--- src/aacc_defines.svh ---
// Constants of the auto-answer call controller: clock, timing, register map, fields.
`ifndef AACC_DEFINES_SVH
`define AACC_DEFINES_SVH

`define AACC_CLK_HZ 100000000
`define AACC_CYC_PER_MS (`AACC_CLK_HZ / 1000)

// Sequence times in milliseconds.
`define AACC_BILL_MS 2000
`define AACC_NOCAR_MS 10000
`define AACC_HOLD_MS 100
`define AACC_CDON_MS 10
`define AACC_CTS_MS 200

// The same times in clock cycles.
`define AACC_BILL_CYC (`AACC_BILL_MS * `AACC_CYC_PER_MS)
`define AACC_NOCAR_CYC (`AACC_NOCAR_MS * `AACC_CYC_PER_MS)
`define AACC_HOLD_CYC (`AACC_HOLD_MS * `AACC_CYC_PER_MS)
`define AACC_CDON_CYC (`AACC_CDON_MS * `AACC_CYC_PER_MS)
`define AACC_CTS_CYC (`AACC_CTS_MS * `AACC_CYC_PER_MS)

// Register byte offsets.
`define AACC_OFS_CTRL 8'h00
`define AACC_OFS_STATUS 8'h04
`define AACC_OFS_BILL 8'h08
`define AACC_OFS_NOCAR 8'h0c
`define AACC_OFS_HOLD 8'h10
`define AACC_OFS_CDON 8'h14
`define AACC_OFS_CTS 8'h18

// Control register fields and reset value.
`define AACC_CTRL_AUTO 0
`define AACC_CTRL_ORIG 1
`define AACC_CTRL_LOOP 2
`define AACC_CTRL_HDX 3
`define AACC_CTRL_W 4
`define AACC_CTRL_RST 4'h0

`endif

--- src/aacc_pkg.sv ---
// Types shared by the auto-answer call controller modules.
package aacc_pkg;

	typedef enum logic [2:0] {
		ST_IDLE,
		ST_RING,
		ST_BILL,
		ST_ANS_TONE,
		ST_VOICE,
		ST_ORG_WAIT,
		ST_ORG_CTS,
		ST_DATA
	} aacc_state_t;

	typedef struct packed {
		logic [31:0] cnt;
		logic done;
	} aacc_tmr_t;

	typedef struct packed {
		logic [31:0] cnt;
		logic hit;
	} aacc_dly_t;

	typedef struct packed {
		logic [31:0] bill;
		logic [31:0] nocar;
		logic [31:0] hold;
		logic [31:0] cdon;
		logic [31:0] cts;
	} aacc_times_t;

	// Line-side controls toward the analog front end.
	typedef struct packed {
		logic off_hook;
		logic line_to_modem;
		logic answer_tone;
		logic tx_enable;
		logic tx_line_data;
	} aacc_line_t;

	// Terminal-side circuits, all active low except the data.
	typedef struct packed {
		logic rx_serial_out;
		logic clear_to_send_n;
		logic data_set_ready_n;
		logic delayed_carrier_found_n;
		logic ring_indicator_n;
	} aacc_dte_t;

	typedef struct packed {
		aacc_state_t st;
		logic orig;
		logic [3:0] ctrl;
		aacc_times_t times;
		logic carrier_off;
		logic connect_led;
		aacc_line_t line;
		aacc_dte_t dte;
		logic ack;
		logic [31:0] rdata;
	} aacc_main_t;

endpackage

--- src/aacc_timer.sv ---
// Loadable down-counter giving a one-cycle pulse when it runs out.
`timescale 1ns/1ps
module aacc_timer (
	input wire logic clk, // system clock
	input wire logic rst_n, // asynchronous reset, active low
	input wire logic load, // reload the count, retriggers the timer
	input wire logic [31:0] load_val, // terminal count in cycles
	output logic done // one-cycle pulse on expiry
);

	aacc_pkg::aacc_tmr_t s_reg;
	aacc_pkg::aacc_tmr_t s_next;

	always_comb begin
		s_next = s_reg;
		s_next.done = 1'b0;
		if (load) begin
			s_next.cnt = load_val;
		end else if (s_reg.cnt != 32'h0) begin
			s_next.cnt = s_reg.cnt - 32'h1;
			s_next.done = (s_reg.cnt == 32'h1);
		end
	end

	always_ff @(posedge clk or negedge rst_n) begin
		if (!rst_n) begin
			s_reg <= '0;
		end else begin
			s_reg <= s_next;
		end
	end

	assign done = s_reg.done;

endmodule

--- src/aacc_ondelay.sv ---
// On-delay filter: output rises after the input has stood high for the target count.
`timescale 1ns/1ps
module aacc_ondelay (
	input wire logic clk, // system clock
	input wire logic rst_n, // asynchronous reset, active low
	input wire logic level_in, // raw level, active high
	input wire logic [31:0] target, // on-delay in cycles
	output logic level_out // delayed level, drops at once
);

	aacc_pkg::aacc_dly_t s_reg;
	aacc_pkg::aacc_dly_t s_next;

	always_comb begin
		s_next = s_reg;
		if (!level_in) begin
			s_next.cnt = 32'h0;
			s_next.hit = 1'b0;
		end else begin
			if (s_reg.cnt < target) begin
				s_next.cnt = s_reg.cnt + 32'h1;
			end
			s_next.hit = (s_next.cnt >= target);
		end
	end

	always_ff @(posedge clk or negedge rst_n) begin
		if (!rst_n) begin
			s_reg <= '0;
		end else begin
			s_reg <= s_next;
		end
	end

	assign level_out = s_reg.hit;

endmodule

--- src/aacc_ctrl.sv ---
// Auto-answer call controller for a low-speed FSK modem, with a Wishbone register port.
//
// Behaviour
// - Loopback returns data, request, and remodulates line.
// - Squelch transmitter two seconds for billing.
// - No carrier in ten seconds: drop line.
// - Expired 0.1 second hold timer disconnects line.
// - After ringing ends: data-set-ready and off-hook.
// - After billing delay send answer mark tone.
// - Originator hearing answer tone enters data mode.
// - Originator carrier detect only after on-delay.
// - Then unsquelch, send mark, start clear delay.
// - Answerer carrier detect after on-delay.
// - Answerer asserts clear-to-send after carrier detect.
// - Originator data state after clear delay expires.
// - Abort on no response or long carrier loss.
// - Connect indicator: call established and off-hook.
// - Latch dc loop and the carrier-off condition.
// - Manual call: voice until answer, then data.
// - Half duplex: clear-to-send is delayed request.
// - Receive output held at mark without carrier.
//
// Added by the designer: the address map and the Wishbone register port.
`timescale 1ns/1ps
`include "aacc_defines.svh"
module aacc_ctrl #(
	parameter logic [31:0] BILL_CYC = `AACC_BILL_CYC, // billing delay
	parameter logic [31:0] NOCAR_CYC = `AACC_NOCAR_CYC, // no-carrier timeout
	parameter logic [31:0] HOLD_CYC = `AACC_HOLD_CYC, // carrier-loss hold
	parameter logic [31:0] CDON_CYC = `AACC_CDON_CYC, // carrier-detect on-delay
	parameter logic [31:0] CTS_CYC = `AACC_CTS_CYC // clear-to-send delay
) (
	input wire logic clk, // system clock, 100 MHz
	input wire logic rst_n, // asynchronous reset, active low
	input wire logic wb_cyc_i, // Wishbone cycle
	input wire logic wb_stb_i, // Wishbone strobe
	input wire logic wb_we_i, // Wishbone write enable
	input wire logic [7:0] wb_adr_i, // Wishbone byte address
	input wire logic [31:0] wb_dat_i, // Wishbone write data
	input wire logic [3:0] wb_sel_i, // Wishbone byte selects
	output logic [31:0] wb_dat_o, // Wishbone read data
	output logic wb_ack_o, // Wishbone acknowledge
	input wire logic ring_detect, // ringing voltage present, active high
	input wire logic carrier_raw, // undelayed carrier detect, active high
	input wire logic rx_line_data, // demodulated receive data
	input wire logic tx_serial_in, // transmit data from terminal
	input wire logic send_request_n, // request to send, active low
	input wire logic terminal_ready_n, // data terminal ready, active low
	output aacc_pkg::aacc_line_t line_o, // controls toward the line front end
	output aacc_pkg::aacc_dte_t dte_o, // circuits toward the terminal
	output logic connect_led // call established indicator
);

	aacc_pkg::aacc_main_t s_reg;
	aacc_pkg::aacc_main_t s_next;
	logic seq_load;
	logic [31:0] seq_val;
	logic seq_done;
	logic hold_done;
	logic cd_ok;
	logic rts_ok;
	logic [31:0] ctrl_word;

	// Byte-lane merge of a write into an existing word.
	function automatic logic [31:0] wmerge(input logic [31:0] old, input logic [31:0] dat,
		input logic [3:0] sel);
		logic [31:0] r;
		r = old;
		for (int i = 0; i < 4; i++) begin
			if (sel[i]) begin
				r[8*i +: 8] = dat[8*i +: 8];
			end
		end
		return r;
	endfunction

	// States in which the dc loop is closed and the modem owns the line.
	function automatic logic in_call(input aacc_pkg::aacc_state_t st);
		return (st == aacc_pkg::ST_BILL) || (st == aacc_pkg::ST_ANS_TONE) ||
			(st == aacc_pkg::ST_ORG_WAIT) || (st == aacc_pkg::ST_ORG_CTS) ||
			(st == aacc_pkg::ST_DATA);
	endfunction

	////////////////////////////////////////////////////////////////////////////////
	// Timers.

	aacc_timer u_seq (
		.clk(clk),
		.rst_n(rst_n),
		.load(seq_load),
		.load_val(seq_val),
		.done(seq_done)
	);

	// retriggerable hold timer
	// Kept loaded while carrier is present, so it only runs out once the carrier has gone.
	aacc_timer u_hold (
		.clk(clk),
		.rst_n(rst_n),
		.load(!s_reg.carrier_off),
		.load_val(s_reg.times.hold),
		.done(hold_done)
	);

	aacc_ondelay u_cdon (
		.clk(clk),
		.rst_n(rst_n),
		.level_in(carrier_raw),
		.target(s_reg.times.cdon),
		.level_out(cd_ok)
	);

	aacc_ondelay u_rts (
		.clk(clk),
		.rst_n(rst_n),
		.level_in(!send_request_n),
		.target(s_reg.times.cts),
		.level_out(rts_ok)
	);

	////////////////////////////////////////////////////////////////////////////////
	// Next state.

	always_comb begin
		s_next = s_reg;
		seq_load = 1'b0;
		seq_val = s_reg.times.bill;

		// Register port: one wait cycle, ack for a single cycle, unmapped reads give zero.
		s_next.ack = wb_cyc_i && wb_stb_i && !s_reg.ack;
		s_next.rdata = 32'h0;
		ctrl_word = wmerge({28'h0, s_reg.ctrl}, wb_dat_i, wb_sel_i);
		// Writes land at the edge at which the master samples ack high, so an abort cannot half-write.
		if (s_reg.ack && wb_cyc_i && wb_stb_i) begin
			if (wb_we_i) begin
				unique case (wb_adr_i)
					`AACC_OFS_CTRL: begin
						s_next.ctrl = ctrl_word[`AACC_CTRL_W-1:0];
					end
					`AACC_OFS_BILL: s_next.times.bill = wmerge(s_reg.times.bill, wb_dat_i, wb_sel_i);
					`AACC_OFS_NOCAR: s_next.times.nocar = wmerge(s_reg.times.nocar, wb_dat_i, wb_sel_i);
					`AACC_OFS_HOLD: s_next.times.hold = wmerge(s_reg.times.hold, wb_dat_i, wb_sel_i);
					`AACC_OFS_CDON: s_next.times.cdon = wmerge(s_reg.times.cdon, wb_dat_i, wb_sel_i);
					`AACC_OFS_CTS: s_next.times.cts = wmerge(s_reg.times.cts, wb_dat_i, wb_sel_i);
					default: begin
					end
				endcase
			end
		end
		if (s_next.ack) begin
			if (!wb_we_i) begin
				unique case (wb_adr_i)
					`AACC_OFS_CTRL: s_next.rdata = {28'h0, s_reg.ctrl};
					`AACC_OFS_STATUS: begin
						s_next.rdata = {22'h0, s_reg.connect_led, s_reg.line.off_hook,
							s_reg.carrier_off, rts_ok, cd_ok, carrier_raw, ring_detect,
							s_reg.st};
					end
					`AACC_OFS_BILL: s_next.rdata = s_reg.times.bill;
					`AACC_OFS_NOCAR: s_next.rdata = s_reg.times.nocar;
					`AACC_OFS_HOLD: s_next.rdata = s_reg.times.hold;
					`AACC_OFS_CDON: s_next.rdata = s_reg.times.cdon;
					`AACC_OFS_CTS: s_next.rdata = s_reg.times.cts;
					default: s_next.rdata = 32'h0;
				endcase
			end
		end

		// Call sequence.
		unique case (s_reg.st)
			aacc_pkg::ST_IDLE: begin
				s_next.orig = 1'b0;
				if (!terminal_ready_n) begin
					if (s_reg.ctrl[`AACC_CTRL_ORIG]) begin
						s_next.st = aacc_pkg::ST_VOICE;
					end else if (s_reg.ctrl[`AACC_CTRL_AUTO] && ring_detect) begin
						s_next.st = aacc_pkg::ST_RING;
					end
				end
			end
			aacc_pkg::ST_RING: begin
				if (!ring_detect) begin
					seq_load = 1'b1;
					seq_val = s_reg.times.bill;
					s_next.st = aacc_pkg::ST_BILL;
				end
			end
			aacc_pkg::ST_BILL: begin
				if (seq_done) begin
					seq_load = 1'b1;
					seq_val = s_reg.times.nocar;
					s_next.st = aacc_pkg::ST_ANS_TONE;
				end
			end
			aacc_pkg::ST_ANS_TONE: begin
				if (cd_ok) begin
					s_next.st = aacc_pkg::ST_DATA;
				end else if (seq_done) begin
					s_next.st = aacc_pkg::ST_IDLE;
				end
			end
			aacc_pkg::ST_VOICE: begin
				if (carrier_raw) begin
					s_next.orig = 1'b1;
					seq_load = 1'b1;
					seq_val = s_reg.times.nocar;
					s_next.st = aacc_pkg::ST_ORG_WAIT;
				end
			end
			aacc_pkg::ST_ORG_WAIT: begin
				if (cd_ok) begin
					seq_load = 1'b1;
					seq_val = s_reg.times.cts;
					s_next.st = aacc_pkg::ST_ORG_CTS;
				end else if (seq_done) begin
					s_next.st = aacc_pkg::ST_IDLE;
				end
			end
			aacc_pkg::ST_ORG_CTS: begin
				if (seq_done) begin
					s_next.st = aacc_pkg::ST_DATA;
				end
			end
			aacc_pkg::ST_DATA: begin
			end
		endcase

		if ((s_reg.st == aacc_pkg::ST_ORG_CTS || s_reg.st == aacc_pkg::ST_DATA) && hold_done) begin
			s_next.st = aacc_pkg::ST_IDLE;
		end
		// A terminal that is no longer ready hangs the call up at once.
		if (terminal_ready_n && s_reg.st != aacc_pkg::ST_IDLE) begin
			s_next.st = aacc_pkg::ST_IDLE;
		end

		if (cd_ok || !in_call(s_next.st)) begin
			s_next.carrier_off = 1'b0;
		end
		if (!cd_ok && (s_reg.st == aacc_pkg::ST_ORG_CTS || s_reg.st == aacc_pkg::ST_DATA)) begin
			s_next.carrier_off = 1'b1;
		end

		// Line-side outputs, from the next state so they change with it, except tx_line_data in loopback, which follows rx_line_data.
		// dc loop latch
		s_next.line.off_hook = in_call(s_next.st);
		s_next.line.line_to_modem = in_call(s_next.st);
		s_next.line.answer_tone = in_call(s_next.st) && !s_next.orig;
		s_next.line.tx_enable = (s_next.st == aacc_pkg::ST_ANS_TONE) ||
			(s_next.st == aacc_pkg::ST_ORG_CTS) || (s_next.st == aacc_pkg::ST_DATA);
		if (s_reg.ctrl[`AACC_CTRL_LOOP]) begin
			s_next.line.tx_line_data = rx_line_data;
		end else if (s_next.st == aacc_pkg::ST_DATA) begin
			s_next.line.tx_line_data = tx_serial_in;
		end else begin
			s_next.line.tx_line_data = 1'b1;
		end

		// Terminal-side outputs.
		// data-set-ready with off-hook
		s_next.dte.data_set_ready_n = !in_call(s_next.st);
		s_next.dte.ring_indicator_n = !ring_detect;
		s_next.dte.delayed_carrier_found_n = !cd_ok;
		if (s_reg.ctrl[`AACC_CTRL_LOOP]) begin
			s_next.dte.rx_serial_out = tx_serial_in;
		end else if (!cd_ok) begin
			s_next.dte.rx_serial_out = 1'b1;
		end else begin
			s_next.dte.rx_serial_out = rx_line_data;
		end
		if (s_reg.ctrl[`AACC_CTRL_LOOP]) begin
			s_next.dte.clear_to_send_n = send_request_n;
		end else if (s_reg.ctrl[`AACC_CTRL_HDX]) begin
			s_next.dte.clear_to_send_n = !(rts_ok && s_next.st == aacc_pkg::ST_DATA);
		end else begin
			s_next.dte.clear_to_send_n = (s_next.st != aacc_pkg::ST_DATA);
		end

		s_next.connect_led = (s_next.st == aacc_pkg::ST_DATA) && s_next.line.off_hook;
	end

	////////////////////////////////////////////////////////////////////////////////
	// State register.

	always_ff @(posedge clk or negedge rst_n) begin
		if (!rst_n) begin
			s_reg.st <= aacc_pkg::ST_IDLE;
			s_reg.orig <= 1'b0;
			s_reg.ctrl <= `AACC_CTRL_RST;
			s_reg.times.bill <= BILL_CYC;
			s_reg.times.nocar <= NOCAR_CYC;
			s_reg.times.hold <= HOLD_CYC;
			s_reg.times.cdon <= CDON_CYC;
			s_reg.times.cts <= CTS_CYC;
			s_reg.carrier_off <= 1'b0;
			s_reg.connect_led <= 1'b0;
			s_reg.line <= '0;
			s_reg.line.tx_line_data <= 1'b1;
			s_reg.dte <= '1;
			s_reg.ack <= 1'b0;
			s_reg.rdata <= 32'h0;
		end else begin
			s_reg <= s_next;
		end
	end

	assign wb_dat_o = s_reg.rdata;
	assign wb_ack_o = s_reg.ack;
	assign line_o = s_reg.line;
	assign dte_o = s_reg.dte;
	assign connect_led = s_reg.connect_led;

endmodule

--- config.mk ---
export PLATFORM = sky130hd
export DESIGN_NAME = aacc_ctrl
export DESIGN_NICKNAME = d
export VERILOG_FILES = /design/src/aacc_pkg.sv /design/src/aacc_timer.sv /design/src/aacc_ondelay.sv /design/src/aacc_ctrl.sv
export VERILOG_INCLUDE_DIRS = /design/src /design/src/src
export SDC_FILE = /design/constraint.sdc
export NUM_CORES = 1
export LEC_CHECK = 0
export ABC_AREA = 1
export BUFFER_PORTS_ARGS = -buffer_cell sky130_fd_sc_hd__buf_4
export CAP_MARGIN = 0
export CORE_MARGIN = 3
export CORE_UTILIZATION = 40
export CTS_CLUSTER_DIAMETER = 80
export DETAILED_ROUTE_END_ITERATION = 8
export SLEW_MARGIN = 0
export SYNTH_ARGS = -nofsm -noshare
export SYNTH_HDL_FRONTEND = slang
export SYNTH_SLANG_ARGS = --single-unit
--- constraint.sdc ---
create_clock -name clk -period 8.8 [get_ports clk]
set_clock_uncertainty 0.05 [all_clocks]
set_input_delay 0.88 -clock clk [delete_from_list [all_inputs] [get_ports clk]]
set_output_delay 0.88 -clock clk [all_outputs]
set_load 0.005 [all_outputs]
* Word level (Yosys, flattened, before mapping) *
Cells that the tools add are included.

storage, ports and cells
  logic and storage cells = 173
  output and inout bits = 44
  bits in registers = 344

operators by class
  equality and inequality tests = 22
  magnitude comparators = 4
  multiplexer cells = 46
  reduce and logical (&&, ||, !) cells = 53
  add/subtract/negate cells = 4

operator list
  kind                   number
  $mux 32                11
  $pmux 32 s7            1
  $mux 33                4
  $pmux 32 s3            1
  $reduce_and 4->1       21
  $add 32x1->32 const B  2
  $eq 32x1->1 const B    2
  $ge 32x32->1           2
  $lt 32x32->1           2
  $reduce_bool 32->1     2
  $sub 32x1->32 const B  2
  $mux 3                 11
  $eq 8x5->1 const B     3
  $eq 3x3->1 const B     7
  $pmux 3 s7             1
  $eq 8x4->1 const B     2
  $mux 1                 14
  $eq 3x2->1 const B     4
  $logic_and 1x1->1      11
  $eq 8x3->1 const B     1
  $logic_not 8->1        1
  $logic_or 1x1->1       8
  $logic_not 1->1        6
  $mux 4                 1
  other kinds (8)        9

* Depth between registers and ports, before layout *
  depth after elaboration = 16
  depth in mapped cells = 27

* Modules after synthesis *
From an unflattened synthesis, not the netlist that was laid out.

unflattened totals
  cells, all modules = 3,242
  area total of the unflattened synthesis = 23,095.9 sq um

modules (own cells, without submodules)
  module               area each (sq um)  sequential area each (sq um)  instances  cells each
  aacc_ctrl            10,373.7           5,372.7                       1          1,260
  aacc_ondelay         4,135.2            825.8                         2          664
  aacc_timer (u_seq)   2,232.1            825.8                         1          321
  aacc_timer (u_hold)  2,219.6            825.8                         1          333

* Worst setup path after synthesis *
No wires, ideal clock.

  path kind = reg2reg
  from = register s_reg[66] (netlist name)
  to = register u_rts.s_reg, in the netlist u_rts.level_out
  stages on the path, launching flop included = 21
  arrival = 3.086 ns
  period minus slack after synthesis = 3.248 ns
  path slack = 5.552 ns
  cells stage by stage = dfstp_2 -> inv_1 -> ha_1 -> a21oi_1 -> o21ai_0 -> a21o_1 -> a21oi_1 -> clkbuf_1 -> nand3_1 -> nand2_1 -> inv_1 -> ha_1 -> nand2_1 -> inv_1 -> o21ai_0 -> a21oi_1 -> or2_2 -> a21oi_1 -> nand3_1 -> nand2_1 -> inv_1

RTL lines
  item                      RTL line            text
  start: declaration        aacc_ctrl.sv:54     aacc_pkg::aacc_main_t s_reg;
  start signal: assignment  aacc_ctrl.sv:302    s_reg <= s_next;
  end signal: assignment    aacc_ondelay.sv:31  s_reg <= s_next;
  end: declaration          aacc_ondelay.sv:11  aacc_pkg::aacc_dly_t s_reg;

==> results.toml <==
[status]
outcome = "complete, no violations"

[placement]
gp_congestion = 0.984
dp_hpwl_um = 56900
portBuffers = 98

[global_route]
antenna_found_initial = 2
grt_overflow_total = 0
grt_max_degree = 98
grt_pass1_vias = 19500
grt_util_all_layers_pct = 26.5
grt_pass1_wl_um = 116000

[logic_synthesis]
synth_nets = 3091
syn_area_um2 = 21500
synthTopCellsByArea = "dfrtp_1 (34%), nand2_1 (13%), ha_1 (7.7%), dfstp_2 (6.6%), inv_1 (6.4%)"
synth_edf_count = 0
syn_inst = 2904
synth_top_area_share_pct = 33.7
synth_area_per_cell_um2 = 7.42
ys_ff_latch = 344
yosysUniqueCellTypes = 54
yosysTopAreaCell = "dfrtp_1"
ys_warn_count = 0
async_reset_ff_share_pct = 100
synthFlopType = "dfrtp_1"
synth_seq_area_share_pct = 40.3

[timing]
tns_ps = 0
slew_viol_final = 0
period_needed_ps = 4800
min_period_over_period_pct = 54.6
slew_headroom_pct = 17.3
fmax_mhz = 208
setup_viol = 0
rsz0062_at_grt = "no"
hold_viol_final = 0
tightest_slew_ps = 1240

[critical_path]
reg2regPathDepth = 20
cp.arrival_ps = 5240
critPathLaunchType = "register"
critical_path_class = "reg -> reg"
crit_path_max_fanout = 33
cp-end-kind = "register"
cp.required_ps = 9240

[clock_network]
cts_hold_buf = 0
clk_latency_ps = 590
cts_buffers = 42
ctsLongestPathBuffers = 3
postCtsSetupBuffers = 0
post_cts_resized = 0
root_buffer = "clkbuf_16"
path_clk_slew_ps = 60
cts_tree = "built"
htree_levels = 2
cts_sinks = 344

[floorplan]
dieArea_um2 = 56700
dieWidth_um = 238
core_area_um2 = 53000
initial_core_util_pct = 40.7
rows = 84
ios = 99
die_y_um = 238

[power]
p_leak_nw = 11.5
ir_drop_mv = 0.218
p_per_area_nw_per_um2 = 306

[finish]
drive_gt1_share_pct = 9.30
final_nets = 3121
final_core_util_pct = 45.4
area_growth_pct = 11.5
largest_reg_flops = 169
fillers = 5368
diodes = 0

[drt]
final_antenna_net_count = 0
post_drt_wl_per_cell_um = 20.7
drcViolationCount = 0
drtPass1Iterations = 6
wl_um = 75600
viasPerCell = 5.47
vias = 20000
drt-initial-drc-count = 2165

[job]
drv_cap = 0

[worst_hold_path]
worstHoldPathType = "in -> async"
-- cell usage after synthesis, types with 49 or more instances --
cell and number:
nand2_1 773, inv_1 368, nor2_1 292, dfrtp_1 290, o21ai_0 224, nand3_1 144, ha_1 132, a21oi_1 122
xor2_1 75, clkbuf_1 66, o22ai_1 55, dfstp_2 54, nor3_1 49
-- where the power goes --
part           switching, mW  internal (mW)  total, mW
Clock                  0.740           1.05       1.79
Combinational           2.32           1.24       3.56
Sequential             0.226           1.77       2.00
-- cell type report --
type                       instances  area, µm²  share of cell area, %
clock buffer                      60       1240                   5.16
clock inverter                    17        165                  0.687
inverter                         376       1410                   5.87
multi-input combinational       2055      10800                   45.0
sequential                       344       8680                   36.1
tap                              688        861                   3.58
timing repair buffer             115        871                   3.62
-- metal layers --
layer	part of all wire (%)	GRT usage [%]	vias up
li1	-	-	9477
met1	44	36.5	9578
met3	7.8	5.37	146
met2	45	42.0	771
met5	0.036	0	-
met4	3.5	8.81	4
-- worst max-delay path: stages, from the launching register on --
cell and delay (ps):
dfstp_2 530, inv_1 100, ha_1 330, a21oi_1 130, o21ai_0 130, a21oi_1 150, nand2_1 140, nand2_1 80
buf_4 320, nand2_1 740, nand2_1 230, nand2_1 110, inv_1 80, ha_1 230, a21oi_1 180, o21ai_0 190
or2_2 350, a21oi_1 370, nand3_1 150, nand2_1 80, inv_1 40
-- through the flow --
stage	total power, mW	instance area, µm²	instances	setup slack [ps]	hold slack, ps
4_1_cts	7.33	24000	3655	4060	296
3_3_place_gp	5.45	22600	3578	4100	408
6_report	7.34	24000	3655	4000	283
2_1_floorplan	4.54	21500	2904	5550	403
5_1_grt	7.98	24000	3655	3720	341
3_5_place_dp	5.52	22600	3578	4050	415
-- cell usage in the layout (no fill, tap or decap), types with 5 or more instances in the layout --
cell,netlist,routed
a21oi_1,122,121
a22oi_1,12,12
a31oi_1,6,6
a32o_1,19,19
buf_4,42,114
clkbuf_1,66,7
clkbuf_16,0,43
clkbuf_8,0,10
clkinv_2,0,9
dfrtp_1,290,290
dfstp_2,54,54
ha_1,132,132
inv_1,368,368
inv_2,6,6
nand2_1,773,771
nand2_2,3,5
nand3_1,144,144
nand4_1,33,33
nor2_1,292,291
nor2_2,8,8
nor3_1,49,48
o211ai_1,10,10
o21ai_0,224,224
o21ai_1,22,22
o22ai_1,55,55
o31ai_1,9,9
or2_2,5,5
xnor2_1,12,12
xor2_1,75,75
-- logic make-up (layout without fill, tap and decap cells) --
family / count (synthesis) / after routing / share of synthesized area (%)
buf+inv: 505 / 568 / 9.71
flops: 344 / 344 / 40.3
fa+ha+maj: 132 / 132 / 7.66
xor+xnor: 87 / 87 / 3.54
simple gates: 1325 / 1325 / 25.3
compound gates: 511 / 511 / 13.5
-- path summary, 6_finish.rpt --
path                                     to  slack (ps)  startpoint
setup reg to reg            u_rts.level_out        4000   s_reg[58]
hold reg to reg                    wb_ack_o         420    wb_ack_o
setup / recovery            u_rts.level_out        4000   s_reg[58]
hold / removal              u_hold.s_reg[4]         280       rst_n
max in group asynchronous  u_cdon.s_reg[18]        6390       rst_n
min in group clk                   wb_ack_o         420    wb_ack_o
No activity file was read; power rests on OpenSTA's default activity.
